## config.mk

```make
export PLATFORM = sky130hd
export DESIGN_NAME = cod_decoder
export DESIGN_NICKNAME = d
export VERILOG_FILES = /design/src/rtl/cod_pkg.sv /design/src/rtl/cod_decoder.sv
export SDC_FILE = /design/constraint.sdc
export NUM_CORES = 1
export LEC_CHECK = 0
export BUFFER_PORTS_ARGS = -buffer_cell sky130_fd_sc_hd__buf_4
export CAP_MARGIN = 20
export CORE_MARGIN = 5
export CORE_UTILIZATION = 62
export CTS_CLUSTER_DIAMETER = 80
export DETAILED_ROUTE_END_ITERATION = 8
export PLACE_DENSITY = 0.8
export SLEW_MARGIN = 20
export SYNTH_ARGS = -nofsm -noshare
export SYNTH_HDL_FRONTEND = slang
export SYNTH_SLANG_ARGS = --single-unit
```

## constraint.sdc

```tcl
create_clock -name clk -period 12 [get_ports clk]
set_clock_uncertainty 0.15 [all_clocks]
set_input_delay 2.4 -clock clk [delete_from_list [all_inputs] [get_ports clk]]
set_output_delay 2.4 -clock clk [all_outputs]
set_load 0.02 [all_outputs]
```

## src/rtl/cod_pkg.sv

```systemverilog
// Purpose: Constants and types for the opcode and bus-cycle sequencer.
// Assumes: 50 MHz single clock; software bus is Avalon-MM with byte addresses.
// Notes:   Offsets, reset values and encodings live here only.
//
// What this block does
// [RULE1] Index-to-stack: stack pointer gets index minus one.
// [RULE2] Wait clears interrupt mask, then halts CPU.
// [RULE3] Free cycle: one clock, shown as read.
// [RULE4] Fetch reads next program byte, counter advances.
// [RULE5] Vector read from top page, high first.
// [RULE6] Push writes one byte at stack pointer.
// [RULE7] Pop reads exactly one stack byte.
// [RULE8] Operand read moves one byte inward.
// [RULE9] Operand write moves one byte outward.
// [RULE10] Branch displacement signed, from next instruction.
// [RULE11] Direct mode forces high address byte zero.
// [RULE12] Bit number selects one of eight bits.
// [RULE13] Autoincrement modes bump index after use.
// [RULE14] Stack offset modes add unsigned offset.
// [RULE15] Short index offset is unsigned byte.
// [RULE16] Flags register holds six condition flags.
// [RULE17] Software trap stacks five bytes, ten cycles with refill.
// [RULE18] Halted CPU wakes on unmasked interrupt.

package cod_pkg;

	// -------------------------------------------------------------
	// Register map (byte offsets)
	// -------------------------------------------------------------
	localparam logic [5:0] REG_CTRL    = 6'h00;
	localparam logic [5:0] REG_STATUS  = 6'h04;
	localparam logic [5:0] REG_INDEX   = 6'h08;
	localparam logic [5:0] REG_STACK   = 6'h0c;
	localparam logic [5:0] REG_PC      = 6'h10;
	localparam logic [5:0] REG_FLAGS   = 6'h14;
	localparam logic [5:0] REG_ACC     = 6'h18;
	localparam logic [5:0] REG_AGU_CMD = 6'h1c;
	localparam logic [5:0] REG_AGU_OPD = 6'h20;
	localparam logic [5:0] REG_AGU_EA  = 6'h24;
	localparam logic [5:0] REG_AGU_DAT = 6'h28;

	// -------------------------------------------------------------
	// Reset values and field positions
	// -------------------------------------------------------------
	localparam logic [15:0] RST_PC     = 16'h0000;
	localparam logic [15:0] RST_SP     = 16'h00ff;
	localparam logic [15:0] RST_HX     = 16'h0000;
	localparam logic [7:0]  RST_FLAGS  = 8'h08;
	localparam logic [7:0]  FLAGS_USED = 8'h9f;
	localparam int          FLAG_I     = 3;
	localparam int          CMD_BIT_LO = 4;
	localparam int          CMD_OP_LO  = 8;

	// -------------------------------------------------------------
	// Opcodes, vectors, sequence counts
	// -------------------------------------------------------------
	localparam logic [7:0] OPC_XFER    = 8'h94;
	localparam logic [7:0] OPC_WAIT    = 8'h8f;
	localparam logic [7:0] OPC_TRAP    = 8'h83;
	localparam logic [7:0] VEC_PAGE    = 8'hff;
	localparam logic [7:0] TRAP_VEC_LO = 8'hfc;
	localparam logic [7:0] IRQ_VEC_LO  = 8'hfa;
	localparam logic [2:0] PUSH_LAST   = 3'h4;

	typedef enum logic [3:0] {
		ST_IDLE   = 4'b0000,
		ST_FETCH  = 4'b0001,
		ST_XFER_F = 4'b0010,
		ST_WAIT_F = 4'b0011,
		ST_HALT   = 4'b0100,
		ST_PUSH   = 4'b0101,
		ST_VEC_HI = 4'b0110,
		ST_VEC_LO = 4'b0111,
		ST_TRAP_F = 4'b1000,
		ST_REFILL = 4'b1001,
		ST_OPER   = 4'b1010
	} cod_state_t;

	typedef enum logic [2:0] {
		CYC_FREE   = 3'b000,
		CYC_FETCH  = 3'b001,
		CYC_READ   = 3'b010,
		CYC_WRITE  = 3'b011,
		CYC_PUSH   = 3'b100,
		CYC_POP    = 3'b101,
		CYC_VECTOR = 3'b110,
		CYC_IDLE   = 3'b111
	} cod_cycle_t;

	typedef enum logic [3:0] {
		absolute_mode             = 4'b0000,
		direct_mode               = 4'b0001,
		index_plain_mode          = 4'b0010,
		index_short_offset_mode   = 4'b0011,
		index_long_offset_mode    = 4'b0100,
		index_autoinc_mode        = 4'b0101,
		index_offset_autoinc_mode = 4'b0110,
		stack_short_offset_mode   = 4'b0111,
		stack_long_offset_mode    = 4'b1000,
		relative_mode             = 4'b1001,
		literal_mode              = 4'b1010
	} cod_mode_t;

	typedef enum logic [1:0] {
		AOP_NONE  = 2'b00,
		AOP_READ  = 2'b01,
		AOP_WRITE = 2'b10,
		AOP_POP   = 2'b11
	} cod_aop_t;

endpackage

```

## src/rtl/cod_decoder.sv

```systemverilog
// Purpose: Decode and bus-cycle sequencing for index-to-stack, wait and trap.
// Assumes: Memory answers reads combinationally within the issued cycle.
// Notes:   Software owns the CPU registers only while the sequencer is idle.

`timescale 1ns/1ns

module cod_decoder
	import cod_pkg::*;
#(
	parameter logic [7:0] TRAP_VEC = TRAP_VEC_LO,
	parameter logic [7:0] IRQ_VEC  = IRQ_VEC_LO
) (
	// Clock and reset
	input  wire logic        clk,
	input  wire logic        rst,
	// Avalon-MM slave
	input  wire logic [5:0]  avs_address,
	input  wire logic        avs_read,
	input  wire logic        avs_write,
	input  wire logic [31:0] avs_writedata,
	input  wire logic [3:0]  avs_byteenable,
	output logic      [31:0] avs_readdata,
	output logic             avs_waitrequest,
	// System memory bus
	output logic      [15:0] mem_addr,
	output logic      [7:0]  mem_wdata,
	output logic             mem_rd,
	output logic             mem_wr,
	output logic      [2:0]  mem_cycle,
	input  wire logic [7:0]  mem_rdata,
	// Interrupt request pin and status
	input  wire logic        irq_pin,
	output logic             cpu_halted
);

	// -------------------------------------------------------------
	// Architectural state
	// -------------------------------------------------------------
	cod_state_t  state;
	cod_state_t  next_state;
	logic [15:0] program_counter_reg;
	logic [15:0] next_pc;
	logic [15:0] stack_pointer_reg;
	logic [15:0] next_sp;
	logic [15:0] index_pair;
	logic [15:0] next_hx;
	logic [7:0]  condition_flags_reg;
	logic [7:0]  next_flags;
	logic [7:0]  acc;
	logic [7:0]  next_acc;
	logic [2:0]  push_idx;
	logic [2:0]  next_push_idx;
	logic        trap_soft;
	logic        next_trap_soft;
	logic        run;
	logic        irq_meta;
	logic        irq_sync;

	// Address unit
	logic [15:0] agu_opnd;
	logic [15:0] agu_ea;
	logic [15:0] next_ea;
	logic [7:0]  agu_mask;
	logic [7:0]  next_mask;
	logic [7:0]  agu_data;
	logic [7:0]  next_data;
	cod_aop_t    agu_op;
	cod_aop_t    next_aop;
	logic [15:0] ea_calc;
	logic        inc_calc;
	logic [7:0]  mask_calc;
	cod_mode_t   cmd_mode;
	logic [2:0]  cmd_bit;
	cod_aop_t    cmd_op;

	// Bus issue
	logic [15:0] next_addr;
	logic [7:0]  next_wdata;
	logic        next_rd;
	logic        next_wr;
	cod_cycle_t  next_cyc;
	logic        bus_wr;
	logic        idle_wr;
	logic [31:0] wmerged;
	logic [31:0] rd_mux;

	function automatic logic [31:0] be_merge(input logic [31:0] old_v,
		input logic [31:0] new_v, input logic [3:0] be);
		logic [31:0] r;
		r = old_v;
		for (int i = 0; i < 4; i++) begin
			if (be[i]) begin
				r[i*8 +: 8] = new_v[i*8 +: 8];
			end
		end
		return r;
	endfunction

	// -------------------------------------------------------------
	// Avalon slave: one wait cycle, then a one-cycle answer
	// -------------------------------------------------------------
	assign bus_wr  = avs_write && !avs_waitrequest;
	assign idle_wr = bus_wr && (state == ST_IDLE);
	assign cmd_mode = cod_mode_t'(avs_writedata[3:0]);
	assign cmd_bit  = avs_writedata[CMD_BIT_LO +: 3];
	assign cmd_op   = cod_aop_t'(avs_writedata[CMD_OP_LO +: 2]);

	always_ff @(posedge clk or posedge rst) begin
		if (rst) begin
			avs_waitrequest <= 1'b1;
		end else if (!avs_waitrequest) begin
			avs_waitrequest <= 1'b1;
		end else if (avs_read || avs_write) begin
			avs_waitrequest <= 1'b0;
		end
	end

	always_comb begin
		case (avs_address)
			REG_CTRL:    rd_mux = {31'h0, run};
			REG_STATUS:  rd_mux = {24'h0, 1'b0, mem_cycle, state != ST_IDLE, 2'b00,
				state == ST_HALT};
			REG_INDEX:   rd_mux = {16'h0, index_pair};
			REG_STACK:   rd_mux = {16'h0, stack_pointer_reg};
			REG_PC:      rd_mux = {16'h0, program_counter_reg};
			REG_FLAGS:   rd_mux = {24'h0, condition_flags_reg};
			REG_ACC:     rd_mux = {24'h0, acc};
			REG_AGU_OPD: rd_mux = {16'h0, agu_opnd};
			REG_AGU_EA:  rd_mux = {8'h00, agu_mask, agu_ea};
			REG_AGU_DAT: rd_mux = {24'h0, agu_data};
			default:     rd_mux = 32'h0;
		endcase
	end

	always_ff @(posedge clk or posedge rst) begin
		if (rst) begin
			avs_readdata <= 32'h0;
		end else if (avs_read && avs_waitrequest) begin
			avs_readdata <= rd_mux;
		end
	end

	assign wmerged = be_merge(32'h0, avs_writedata, avs_byteenable);

	always_ff @(posedge clk or posedge rst) begin
		if (rst) begin
			run <= 1'b0;
		end else if (bus_wr && avs_address == REG_CTRL && avs_byteenable[0]) begin
			run <= avs_writedata[0];
		end
	end

	always_ff @(posedge clk or posedge rst) begin
		if (rst) begin
			agu_opnd <= 16'h0;
		end else if (bus_wr && avs_address == REG_AGU_OPD) begin
			agu_opnd <= wmerged[15:0] | (agu_opnd & ~{{8{avs_byteenable[1]}},
				{8{avs_byteenable[0]}}});
		end
	end

	// -------------------------------------------------------------
	// Interrupt pin synchroniser
	// -------------------------------------------------------------
	always_ff @(posedge clk or posedge rst) begin
		if (rst) begin
			irq_meta <= 1'b0;
			irq_sync <= 1'b0;
		end else begin
			irq_meta <= irq_pin;
			irq_sync <= irq_meta;
		end
	end

	// -------------------------------------------------------------
	// Effective address calculator
	// -------------------------------------------------------------
	always_comb begin
		inc_calc  = 1'b0;
		mask_calc = 8'h01 << cmd_bit; // RULE12
		case (cmd_mode)
			absolute_mode:             ea_calc = agu_opnd;
			direct_mode:               ea_calc = {8'h00, agu_opnd[7:0]}; // RULE11
			index_plain_mode:          ea_calc = index_pair;
			index_short_offset_mode:   ea_calc = index_pair + {8'h00, agu_opnd[7:0]}; // RULE15
			index_long_offset_mode:    ea_calc = index_pair + agu_opnd;
			index_autoinc_mode: begin
				ea_calc  = index_pair; // RULE13
				inc_calc = 1'b1;
			end
			index_offset_autoinc_mode: begin
				ea_calc  = index_pair + {8'h00, agu_opnd[7:0]}; // RULE13
				inc_calc = 1'b1;
			end
			stack_short_offset_mode:   ea_calc = stack_pointer_reg + {8'h00, agu_opnd[7:0]}; // RULE14
			stack_long_offset_mode:    ea_calc = stack_pointer_reg + agu_opnd; // RULE14
			// The counter already points past the branch, so the base is the next instruction.
			relative_mode:             ea_calc = program_counter_reg +
				{{8{agu_opnd[7]}}, agu_opnd[7:0]}; // RULE10
			literal_mode:              ea_calc = program_counter_reg;
			default:                   ea_calc = agu_opnd;
		endcase
	end

	// -------------------------------------------------------------
	// Sequencer: pick the next cycle, then issue its bus request
	// -------------------------------------------------------------
	always_comb begin
		next_state     = state;
		next_pc        = program_counter_reg;
		next_sp        = stack_pointer_reg;
		next_hx        = index_pair;
		next_flags     = condition_flags_reg;
		next_acc       = acc;
		next_push_idx  = push_idx;
		next_trap_soft = trap_soft;
		next_ea        = agu_ea;
		next_mask      = agu_mask;
		next_data      = agu_data;
		next_aop       = agu_op;
		next_addr      = mem_addr;
		next_wdata     = mem_wdata;
		next_rd        = 1'b0;
		next_wr        = 1'b0;
		next_cyc       = CYC_IDLE;
		if (idle_wr) begin
			case (avs_address)
				REG_INDEX: next_hx = wmerged[15:0] | (index_pair & ~{
					{8{avs_byteenable[1]}}, {8{avs_byteenable[0]}}});
				REG_STACK: next_sp = wmerged[15:0] | (stack_pointer_reg & ~{
					{8{avs_byteenable[1]}}, {8{avs_byteenable[0]}}});
				REG_PC:    next_pc = wmerged[15:0] | (program_counter_reg & ~{
					{8{avs_byteenable[1]}}, {8{avs_byteenable[0]}}});
				REG_FLAGS: if (avs_byteenable[0]) next_flags = avs_writedata[7:0] & FLAGS_USED; // RULE16
				REG_ACC:   if (avs_byteenable[0]) next_acc = avs_writedata[7:0];
				default:   next_acc = acc;
			endcase
		end
		case (state)
			ST_IDLE: begin
				if (run) begin
					next_state = ST_FETCH;
				end else if (idle_wr && avs_address == REG_AGU_CMD) begin
					next_ea   = ea_calc;
					next_mask = mask_calc;
					next_aop  = cmd_op;
					if (inc_calc) begin
						next_hx = index_pair + 16'h0001; // RULE13
					end
					if (cmd_op != AOP_NONE) begin
						next_state = ST_OPER;
					end
				end
			end
			ST_FETCH: begin
				case (mem_rdata)
					OPC_XFER: next_state = ST_XFER_F;
					OPC_WAIT: next_state = ST_WAIT_F;
					OPC_TRAP: begin
						next_state     = ST_PUSH;
						next_push_idx  = 3'h0;
						next_trap_soft = 1'b1;
					end
					default: begin
						// Stopping discards the byte, so step back to refetch it later.
						if (!run) begin
							next_state = ST_IDLE;
							next_pc    = program_counter_reg - 16'h0001;
						end
					end
				endcase
			end
			ST_XFER_F: begin
				next_sp    = index_pair - 16'h0001; // RULE1
				next_state = ST_FETCH; // RULE1
			end
			ST_WAIT_F: begin
				next_flags[FLAG_I] = 1'b0; // RULE2
				next_state         = ST_HALT; // RULE2
			end
			ST_HALT: begin
				if (irq_sync && !condition_flags_reg[FLAG_I]) begin
					next_state     = ST_PUSH; // RULE18
					next_push_idx  = 3'h0;
					next_trap_soft = 1'b0;
				end else if (!run) begin
					next_state = ST_IDLE;
				end
			end
			ST_PUSH: begin
				if (push_idx == PUSH_LAST) begin
					next_flags[FLAG_I] = 1'b1; // RULE17
					next_state         = ST_VEC_HI;
				end else begin
					next_push_idx = push_idx + 3'h1;
				end
			end
			ST_VEC_HI: begin
				next_pc[15:8] = mem_rdata; // RULE5
				next_state    = ST_VEC_LO;
			end
			ST_VEC_LO: begin
				next_pc[7:0] = mem_rdata; // RULE5
				next_state   = ST_TRAP_F;
			end
			ST_TRAP_F: next_state = ST_REFILL;
			ST_REFILL: next_state = ST_FETCH;
			ST_OPER: begin
				if (agu_op != AOP_WRITE) begin
					next_data = mem_rdata; // RULE7 RULE8
				end
				next_state = ST_IDLE;
			end
			default: next_state = ST_IDLE;
		endcase
		case (next_state)
			ST_FETCH: begin
				next_addr = next_pc; // RULE4
				next_pc   = next_pc + 16'h0001; // RULE4
				next_rd   = 1'b1;
				next_cyc  = CYC_FETCH;
			end
			ST_REFILL: begin
				next_addr = next_pc;
				next_rd   = 1'b1;
				next_cyc  = CYC_FETCH;
			end
			ST_XFER_F, ST_WAIT_F, ST_TRAP_F: begin
				next_addr = next_pc;
				next_rd   = 1'b1; // RULE3
				next_cyc  = CYC_FREE; // RULE3
			end
			ST_PUSH: begin
				next_addr = next_sp; // RULE6
				next_sp   = next_sp - 16'h0001;
				next_wr   = 1'b1;
				next_cyc  = CYC_PUSH;
				case (next_push_idx)
					3'h0:    next_wdata = next_pc[7:0]; // RULE17
					3'h1:    next_wdata = next_pc[15:8];
					3'h2:    next_wdata = next_hx[7:0];
					3'h3:    next_wdata = next_acc;
					default: next_wdata = next_flags;
				endcase
			end
			ST_VEC_HI, ST_VEC_LO: begin
				next_addr = {VEC_PAGE, next_trap_soft ? TRAP_VEC : IRQ_VEC}; // RULE5
				if (next_state == ST_VEC_LO) begin
					next_addr = mem_addr + 16'h0001; // RULE5
				end
				next_rd  = 1'b1;
				next_cyc = CYC_VECTOR;
			end
			ST_OPER: begin
				case (next_aop)
					AOP_WRITE: begin
						next_addr  = next_ea;
						next_wdata = next_acc; // RULE9
						next_wr    = 1'b1;
						next_cyc   = CYC_WRITE;
					end
					AOP_POP: begin
						next_sp   = next_sp + 16'h0001; // RULE7
						next_addr = next_sp;
						next_rd   = 1'b1;
						next_cyc  = CYC_POP;
					end
					default: begin
						next_addr = next_ea; // RULE8
						next_rd   = 1'b1;
						next_cyc  = CYC_READ;
					end
				endcase
			end
			default: next_cyc = CYC_IDLE;
		endcase
	end

	// -------------------------------------------------------------
	// State registers
	// -------------------------------------------------------------
	always_ff @(posedge clk or posedge rst) begin
		if (rst) begin
			state     <= ST_IDLE;
			push_idx  <= 3'h0;
			trap_soft <= 1'b0;
		end else begin
			state     <= next_state;
			push_idx  <= next_push_idx;
			trap_soft <= next_trap_soft;
		end
	end

	always_ff @(posedge clk or posedge rst) begin
		if (rst) begin
			program_counter_reg <= RST_PC;
			stack_pointer_reg   <= RST_SP;
			index_pair          <= RST_HX;
			condition_flags_reg <= RST_FLAGS;
			acc                 <= 8'h00;
		end else begin
			program_counter_reg <= next_pc;
			stack_pointer_reg   <= next_sp;
			index_pair          <= next_hx;
			condition_flags_reg <= next_flags;
			acc                 <= next_acc;
		end
	end

	always_ff @(posedge clk or posedge rst) begin
		if (rst) begin
			agu_ea   <= 16'h0;
			agu_mask <= 8'h01;
			agu_data <= 8'h00;
			agu_op   <= AOP_NONE;
		end else begin
			agu_ea   <= next_ea;
			agu_mask <= next_mask;
			agu_data <= next_data;
			agu_op   <= next_aop;
		end
	end

	// Bus outputs are registered one cycle ahead so memory sees clean levels.
	always_ff @(posedge clk or posedge rst) begin
		if (rst) begin
			mem_addr   <= 16'h0;
			mem_wdata  <= 8'h00;
			mem_rd     <= 1'b0;
			mem_wr     <= 1'b0;
			mem_cycle  <= CYC_IDLE;
			cpu_halted <= 1'b0;
		end else begin
			mem_addr   <= next_addr;
			mem_wdata  <= next_wdata;
			mem_rd     <= next_rd;
			mem_wr     <= next_wr;
			mem_cycle  <= next_cyc;
			cpu_halted <= next_state == ST_HALT;
		end
	end

endmodule

```

Yosys cells after proc, flatten, opt, wreduce, memory -nomap -nowiden
Cells that the tools add are included.
{"block": "word_totals", "register_bits": 188, "in_bits": 55, "output_inout_bits": 63, "elab_cells": 197}
{"block": "classes", "add_sub_neg": 13, "eq_ne": 51, "shifts": 1, "muxes": 67, "bitwise": 10, "reduce_logical": 31}
{"op": "two-way mux 16 bit", "n": 20}
{"op": "one-hot mux 24 bit (10 select lines)", "n": 1}
{"op": "one-hot mux 16 bit (8 select lines)", "n": 1}
{"op": "two-way mux 8 bit", "n": 9}
{"op": "adder 16 x 1 -> 16 bit, second input constant", "n": 4}
{"op": "AND 16 bit", "n": 4}
{"op": "OR 16 bit", "n": 4}
{"op": "one-hot mux 16 bit (4 select lines)", "n": 1}
{"op": "adder 16 bit", "n": 3}
{"op": "equality test 4 x 3 -> 1 bit, second input constant", "n": 12}
{"op": "one-hot mux 8 bit (2 select lines)", "n": 3}
{"op": "subtractor 16 x 1 -> 16 bit, second input constant", "n": 3}
{"op": "equality test 4 bit, second input constant", "n": 9}
{"op": "one-hot mux 4 bit (9 select lines)", "n": 1}
{"op": "adder 16 x 8 -> 16 bit", "n": 2}
{"op": "one-hot mux 16 bit (2 select lines)", "n": 1}
{"op": "one-hot mux 8 bit (4 select lines)", "n": 1}
{"op": "equality test 4 x 2 -> 1 bit, second input constant", "n": 6}
{"op": "equality test 6 x 5 -> 1 bit, second input constant", "n": 4}
{"op": "equality test 8 bit, second input constant", "n": 3}
{"op": "two-way mux 4 bit", "n": 6}
{"op": "equality test 6 bit, second input constant", "n": 3}
{"op": "inverter 16 bit", "n": 1}
{"op": "one-hot mux 3 bit (5 select lines)", "n": 1}
{"op": "other kinds (32)", "n": 70}

Logic depth before layout (Yosys ltp)
Gate-level depths: netlist (run 1).
{"block": "depth", "depth_word": 11, "ltp_mapped": 15, "ltp_nobuf": 13}

Worst setup path after synthesis (run 1)
No wires, ideal clock.
{"block": "synth_timing", "kind": "input to register", "start": "input avs_address[5]", "end": "register mem_addr[10]", "setup_ns": 0.131, "t_arrival_ns": 5.446, "required_time_ns": 11.719, "path_slack_ns": 6.272, "cell_stages": 13, "n_path_buf": 1, "cell_sequence": "or4_1 -> clkbuf_1 -> nor4_4 -> mux2i_1 -> nand2_1 -> inv_1 -> ha_1 -> nand3_1 -> nor4_2 -> nand2_1 -> xnor2_1 -> a222oi_1 -> nand2_1"}
{"block": "synth_via", "elab_chain_len": 8, "elab_cells_between_ends": 38, "cone_classes": "add/sub: 1; eq/ne: 13; mux: 20; reduce/logical: 4"}
{"item": "from (decl)", "line_no": "cod_decoder.sv:17", "source": "input wire logic [5:0] avs_address,"}
{"item": "parallel branches: the longest is 8 deep, another holds adder 16 x 1 -> 16 bit"}
{"item": "to (signal assigned)", "line_no": "cod_decoder.sv:434", "source": "mem_addr <= next_addr;"}
{"item": "to (decl)", "line_no": "cod_decoder.sv:25", "source": "output logic [15:0] mem_addr,"}
Several ways; the timed one is not identified.
A chain may end at the register's enable or synchronous reset.

Worst setup path in the final report (run 1)
{"block": "layout_timing", "start": "input avs_address[5]", "end": "register mem_addr[14]"}
The elaborated chain is that of the path after synthesis.

==> run_results.csv, run 1 <==
group,metric,value,unit
detailed_routing,vias,15086,
sta,period_needed,6.400,ns
synthesis,yosys_register_bits,180,
cells_and_area,finalNonFillerCells,2138,
placement,dp.cells,2106,
sta,tightestPinTransition,1.154,ns
sta,setup_viol,0,
cts,postCtsSetupBuffers,0,
global_route,grt_pass1_vias,14132,
cts,path_clk_slew,0.08,ns
worst_setup_path,r2r_cells,12,
cts,cts_buffers,17,
global_route,grt_overflow,0,
synthesis,async_flop_share,100.0,%
placement,numPortBuffers,91,
outcome,outcome,"finished clean",
cts,cts_buffer_depth,2,
synthesis,syn_avg_cell_area,8.232,um2
placement,gp_congestion,1.012,
worst_setup_path,crit_path_start_kind,"input pin",
floorplanning,core,0.02333,mm2
floorplanning,rows,56,
global_route,grt_first_pass_wirelength,83.61,mm
floorplanning,die_w,163.6,um
worst_setup_path,slowest_stage,"nor4_2",
worst_setup_path,path_cells,"buf_4 -> or4_1 -> nor4_4 -> mux2i_1 -> nand2_1 -> inv_1 -> ha_1 -> nand3_1 -> nor4_2 -> nand4b_1 -> xnor2_1 -> o21ai_0 -> o21ai_1",
detailed_routing,wl,55.60,mm
synthesis,synthCells,1777,
synthesis,ys_warn_count,0,
power,power_density,143.3,mW/mm2
cells_and_area,top_register,"avs_readdata",
global_route,grt_usage,41.08,%
cts,tritoncts,"done",
detailed_routing,drc,0,
sta,fin_ws,5.600,ns
worst_hold_path,hp-class,"reg -> reg",
floorplanning,ios,118,
floorplanning,fp.dieH,163.6,um
cells_and_area,layout_common_cells,"211 x nand2_1, 166 x dfrtp_1, 157 x nor2_1",
worst_setup_path,crit_type,"in -> reg",
cts,ctsHtreeMaxLevel,4,
cts,cts.sinks,180,
sta,hold_viol,0,
worst_setup_path,crit_family,"simple AND/OR/NAND/NOR gates",
floorplanning,start_util,62.70,%
worst_setup_path,cp_max_fo,15,
detailed_routing,wire_per_inst,26.00,um
cells_and_area,syn2layout_area_growth,9.921,%
detailed_routing,route.antenna.remaining_nets,0,
cells_and_area,fin_util,68.92,%
global_route,antenna_found_initial,2,
worst_setup_path,r2r_slack,6.90,ns
worst_hold_path,hp-start,"irq_meta",
synthesis,yosys_most_used_dff,"dfrtp_1",
power,leakagePower,7.096,nW
cells_and_area,fin_area,0.01608,mm2
cts,postCtsHoldBufs,0,
cells_and_area,layout_commonest_cell,"nand2_1",
power,power,2.304,mW
worst_setup_path,arrival,6.57,ns
worst_setup_path,cpPeakStageDelay,0.85,ns
sta,maxSlewHeadroom,22.52,%
cts,clk-insertion-delay-late,0.45,ns
synthesis,yosysSeqAreaShare,30.91,%
placement,post-place-ws,5.298,ns
cells_and_area,antenna_cells,0,
detailed_routing,drt_iter0_drc,2077,
worst_setup_path,critical_path_required,12.17,ns
worst_setup_path,r2r-end,"mem_addr[14]",
sta,hold_ws,0.2094,ns
cells_and_area,nets,1918,
worst_setup_path,end_kind,"flip-flop",
synthesis,ys_types,86,
placement,place_hpwl,42.21,mm
cts,cts_resized,0,
sta,finalCritPeriodShare,53.33,%
worst_setup_path,cp_num_buf_inv,2,
cells_and_area,largest_reg_flops,24,
placement,postPlaceCellArea,0.01550,mm2
floorplanning,die_area,0.02677,mm2
sta,clock.fmax,156.3,MHz
worst_hold_path,min_path_cells,0,
cells_and_area,layout-drive-gt1-share,13.36,%
worst_setup_path,r2r-start,"state[0]",
cts,root_buffer,"clkbuf_16",
detailed_routing,first_pass_iters,7,
synthesis,synth_edf_count,0,
detailed_routing,vias_per_cell,7.056,
sta,fin_tns_setup,0,ns
synthesis,syn-cell-area,0.01463,mm2
sta,report.final.slew_viol_count,0,
sta,rsz0062_at_grt,"no",
worst_hold_path,whs_endpoint,"irq_sync",
power,ir_drop,0.1170,mV
flow_run,max_cap_viol_count,0,
global_route,grt_max_degree,112,
==> kinds of logic (layout without fill, tap and decap cells) <==
| kind of cell | count (synthesis) | after routing | synth area share (%) |
|---|---|---|---|
| xor gates and xnor gates | 107 | 107 | 6.406 |
| muxes | 97 | 97 | 7.082 |
| DFF | 180 | 180 | 30.91 |
| and+or+nand+nor | 681 | 681 | 23.43 |
| buffers and inverters | 146 | 181 | 4.011 |
| other | 1 | 8 | 0.02563 |
| adders and majority gates | 58 | 58 | 5.098 |
| AOI/OAI and AO/OA | 507 | 507 | 23.03 |
==> Yosys cell counts, drive strengths merged, types with 35 or more instances <==
cell type,n,area share [%]
nor2,159,4.1
a21oi,101,3.5
mux2,43,3.4
dfrtp,166,28
a22oi,41,2.1
o21ai,134,4.6
clkbuf,89,2.3
mux2i,54,3.7
ha,54,4.6
nand2,211,5.4
xor2,39,2.3
nand3,61,2.1
xnor2,68,4.1
inv,35,0.90
==> report_power, final <==
part	internal, mW	total (mW)	switching [mW]
registers	0.700	0.897	0.198
logic	0.330	0.853	0.523
clock network	0.278	0.554	0.276
total	1.31	2.30	0.997
==> how the worst max path moves through the flow <==
stage | from | depth (start not counted) | slack (ns) | end
2_1_floorplan | rst | 1 | 4.59 | async pin
3_3_place_gp | avs_address[5] | 13 | 5.31 | mem_addr[12]
3_5_place_dp | avs_address[5] | 13 | 5.30 | mem_addr[12]
4_1_cts | avs_address[5] | 13 | 5.73 | mem_addr[12]
5_1_grt | avs_address[5] | 13 | 5.45 | mem_addr[12]
6_report | avs_address[5] | 13 | 5.60 | mem_addr[14]
==> per-layer routing <==
| metal | GRT usage [%] | share of wire [%] | vias to the layer above |
|---|---|---|---|
| met4 | 20.82 | 6.1 | 4 |
| met2 | 62.12 | 43 | 1069 |
| met1 | 55.81 | 37 | 7124 |
| met5 | 0 | 0.049 | - |
| met3 | 8.706 | 13 | 246 |
| li1 | - | - | 6643 |
==> cell type report <==
type,count,area (um2)
clock buffer,19,442.9
timing repair buffer,114,855.8
sequential,180,4522
clock inverter,13,118.9
inverter,35,138.9
fill,1959,7252
tap,319,399.1
multi-input combinational,1458,9603
No activity file was read; power rests on OpenSTA's default activity.
==> run 2: changes to the inputs <==
--- a/config.mk
+++ b/config.mk
@@ -5,13 +5,14 @@
 export SDC_FILE = /design/constraint.sdc
 export NUM_CORES = 1
 export LEC_CHECK = 0
+export ABC_AREA = 1
 export BUFFER_PORTS_ARGS = -buffer_cell sky130_fd_sc_hd__buf_4
 export CAP_MARGIN = 20
 export CORE_MARGIN = 5
-export CORE_UTILIZATION = 62
+export CORE_UTILIZATION = 56
 export CTS_CLUSTER_DIAMETER = 80
 export DETAILED_ROUTE_END_ITERATION = 8
-export PLACE_DENSITY = 0.8
+export PLACE_DENSITY = 0.76
 export SLEW_MARGIN = 20
 export SYNTH_ARGS = -nofsm -noshare
 export SYNTH_HDL_FRONTEND = slang
==> constraint.sdc (replaced) <==
create_clock -name clk -period 5.5 [get_ports clk]
set_clock_uncertainty 0.15 [all_clocks]
set_input_delay 1.1 -clock clk [delete_from_list [all_inputs] [get_ports clk]]
set_output_delay 1.1 -clock clk [all_outputs]
set_load 0.02 [all_outputs]
==> run 2 against run 1 <==
Combinational power rose to 4.4 times the previous value. Global-route usage down 0.73 points. Routed wire length up 22%. Die area up 21%. Critical path depth up 10. Cell area up 10%. First-iteration DRC count up 6.8%. Via count up 22%. Clock-buffer cell count down 1. Utilization down 7.0 points. Area after synthesis up 11%. Largest cell class unchanged.
==> run_results.csv, run 2 <==
group,metric,value,unit
outcome,outcome,"finished clean",
sta,fin_ws,1.241,ns
cells_and_area,layout-drive-gt1-share,10.39,%
worst_hold_path,hp-class,"reg -> reg",
worst_setup_path,cp_max_fo,9,
synthesis,ys_warn_count,0,
cells_and_area,fin_util,61.91,%
detailed_routing,drt_iter0_drc,2219,
synthesis,syn_avg_cell_area,6.299,um2
worst_setup_path,arrival,4.45,ns
cts,clk-insertion-delay-late,0.45,ns
sta,finalCritPeriodShare,77.44,%
cells_and_area,antenna_cells,0,
sta,setup_viol,0,
floorplanning,start_util,56.49,%
power,ir_drop,0.3003,mV
cts,cts_buffer_depth,2,
cts,cts.sinks,180,
cells_and_area,syn2layout_area_growth,9.595,%
placement,postPlaceCellArea,0.01711,mm2
cts,postCtsSetupBuffers,0,
sta,tightestPinTransition,1.040,ns
cells_and_area,largest_reg_flops,24,
cts,cts_buffers,17,
floorplanning,rows,62,
synthesis,yosys_most_used_dff,"dfrtp_1",
power,leakagePower,9.149,nW
detailed_routing,first_pass_iters,6,
cells_and_area,multi_input_area,0.009976,mm2
global_route,grt_usage,40.34,%
floorplanning,die_w,179.9,um
detailed_routing,wire_per_inst,22.36,um
floorplanning,core,0.02863,mm2
placement,numPortBuffers,91,
sta,maxSlewHeadroom,30.20,%
synthesis,yosysTopAreaCell,"dfrtp_1",
cells_and_area,fill_cells,2766,
floorplanning,die_area,0.03237,mm2
synthesis,synth_area_leaders,"dfrtp_1 26%, nand2_1 19%, inv_1 7.5%",
synthesis,yosys_register_bits,180,
sta,rsz0062_at_grt,"no",
synthesis,synth_edf_count,0,
sta,clock.fmax,234.8,MHz
synthesis,synth_common_cells,"815 x nand2_1, 321 x inv_1, 218 x nand3_1, 208 x nor2_1, 185 x o21ai_0",
global_route,antenna_found_initial,1,
cells_and_area,layout_common_cells,"815 x nand2_1, 320 x inv_1, 218 x nand3_1",
sta,fin_tns_setup,0,ns
global_route,grt_overflow,0,
cells_and_area,layout_commonest_cell,"nand2_1",
global_route,grt_first_pass_wirelength,101.0,mm
synthesis,yosysMostFrequentCell,"nand2_1",
cts,tritoncts,"done",
detailed_routing,drc,0,
flow_run,max_cap_viol_count,0,
detailed_routing,route.antenna.remaining_nets,0,
cts,cts_resized,0,
cts,postCtsHoldBufs,0,
synthesis,syn-cell-area,0.01617,mm2
detailed_routing,vias,18345,
sta,hold_viol,0,
placement,place_hpwl,53.42,mm
floorplanning,fp.dieH,179.9,um
worst_setup_path,critical_path_required,5.69,ns
synthesis,async_flop_share,100.0,%
cells_and_area,seq_area,0.004522,mm2
cells_and_area,top_register,"avs_readdata",
worst_setup_path,end_kind,"flip-flop",
detailed_routing,wl,67.55,mm
worst_setup_path,crit_type,"in -> reg",
global_route,grt_max_degree,181,
sta,period_needed,4.259,ns
cells_and_area,fin_area,0.01772,mm2
detailed_routing,vias_per_cell,6.072,
cts,ctsHtreeMaxLevel,4,
placement,gp_congestion,1.083,
sta,hold_ws,0.2128,ns
sta,report.final.slew_viol_count,0,
cts,path_clk_slew,0.07,ns
synthesis,yosysSeqAreaShare,27.97,%
floorplanning,ios,118,
global_route,grt_pass1_vias,17063,
power,power_density,403.2,mW/mm2
synthesis,synthCells,2567,
cells_and_area,nets,2736,
worst_setup_path,crit_path_start_kind,"input pin",
synthesis,yosysTopAreaCellShare,25.69,%
synthesis,ys_types,69,
placement,post-place-ws,1.005,ns
cts,root_buffer,"clkbuf_16",
[run 2: changes by cell type after synthesis, moves of 39 or more]
cell / delta
inv_1: +286
nand3_1: +157
mux2i_1: -53
o21ai_0: +60
clkbuf_1: -49
xnor2_1: -55
nand2_1: +604
nor2_1: +49
mux2_2: -39
[run 2: through the flow]
stage | std cells | total power, mW
2_1_floorplan | 2574 | 4.461
3_3_place_gp | 2989 | 5.612
3_5_place_dp | 2989 | 5.699
4_1_cts | 3021 | 6.999
5_1_grt | 3021 | 7.554
6_report | 3021 | 7.146
[run 2: routing by layer]
layer | vias to the layer above | track usage [%] | routed length, um
met3 | 297 | 8.690 | 7957
li1 | 8458 | - | -
met4 | 4 | 25.24 | 5382
met2 | 1225 | 62.14 | 28810
met5 | - | 1.926 | 101
met1 | 8361 | 51.57 | 25300
[run 2: worst max-delay path, stage by stage]
cell and delay [ns]:
buf_4 0.17, inv_1 0.36, nor2_1 0.08, buf_4 0.17
nand2_1 0.27, nor2_1 0.08, ha_1 0.34, nand2_1 0.09
inv_1 0.07, a21oi_1 0.26, nor2_1 0.07, nor2_1 0.14
nand3_1 0.09, nand3_1 0.11, nand2_1 0.08, o21ai_1 0.23
nand3_1 0.24, nand2_1 0.13, inv_1 0.07, nand2_1 0.10
nand2_1 0.06, nand2_1 0.06, nand2_1 0.05
[run 2: report_power, final]
| group | leakage, nW | internal (mW) | switching, mW |
|---|---|---|---|
| Clock | 0.298 | 0.732 | 0.568 |
| Combinational | 6.62 | 1.14 | 2.60 |
| Sequential | 2.24 | 1.63 | 0.473 |
| Total | 9.15 | 3.50 | 3.64 |
[run 2: area by class of cell]
class / count / area share, %
inverters: 340 / 7.251
well taps: 384 / 2.711
clock buffers: 18 / 2.478
flip-flops and latches: 180 / 25.52
repair buffers: 111 / 4.773
clock inverters: 14 / 0.9744
multi-input cells: 1974 / 56.29
[run 2: path summary, 6_finish.rpt]
check | start | endpoint | slack, ns | cells after the start
min in group asynchronous | rst | state[2] | 0.75 | 3
hold reg to reg | irq_meta | irq_sync | 0.21 | 0
hold / removal | irq_meta | irq_sync | 0.21 | 0
setup / recovery | avs_writedata[3] | mem_addr[13] | 1.24 | 23
setup reg to reg | state[1] | program_counter_reg[14] | 1.64 | 15
max in group asynchronous | rst | program_counter_reg[7] | 3.70 | 3
[run 2: cell families (layout without fill, tap and decap cells)]
kind of cell               Yosys count  after routing  synth area share [%]
AOI/OAI and AO/OA                  451            451                 16.17
xor gates and xnor gates            43             43                 2.329
adders and majority gates           57             57                 4.550
buffers and inverters              420            483                 10.52
DFF                                180            180                 27.97
muxes                                2              2                0.1315
other                                1              8               0.02319
and+or+nand+nor                   1413           1413                 38.31
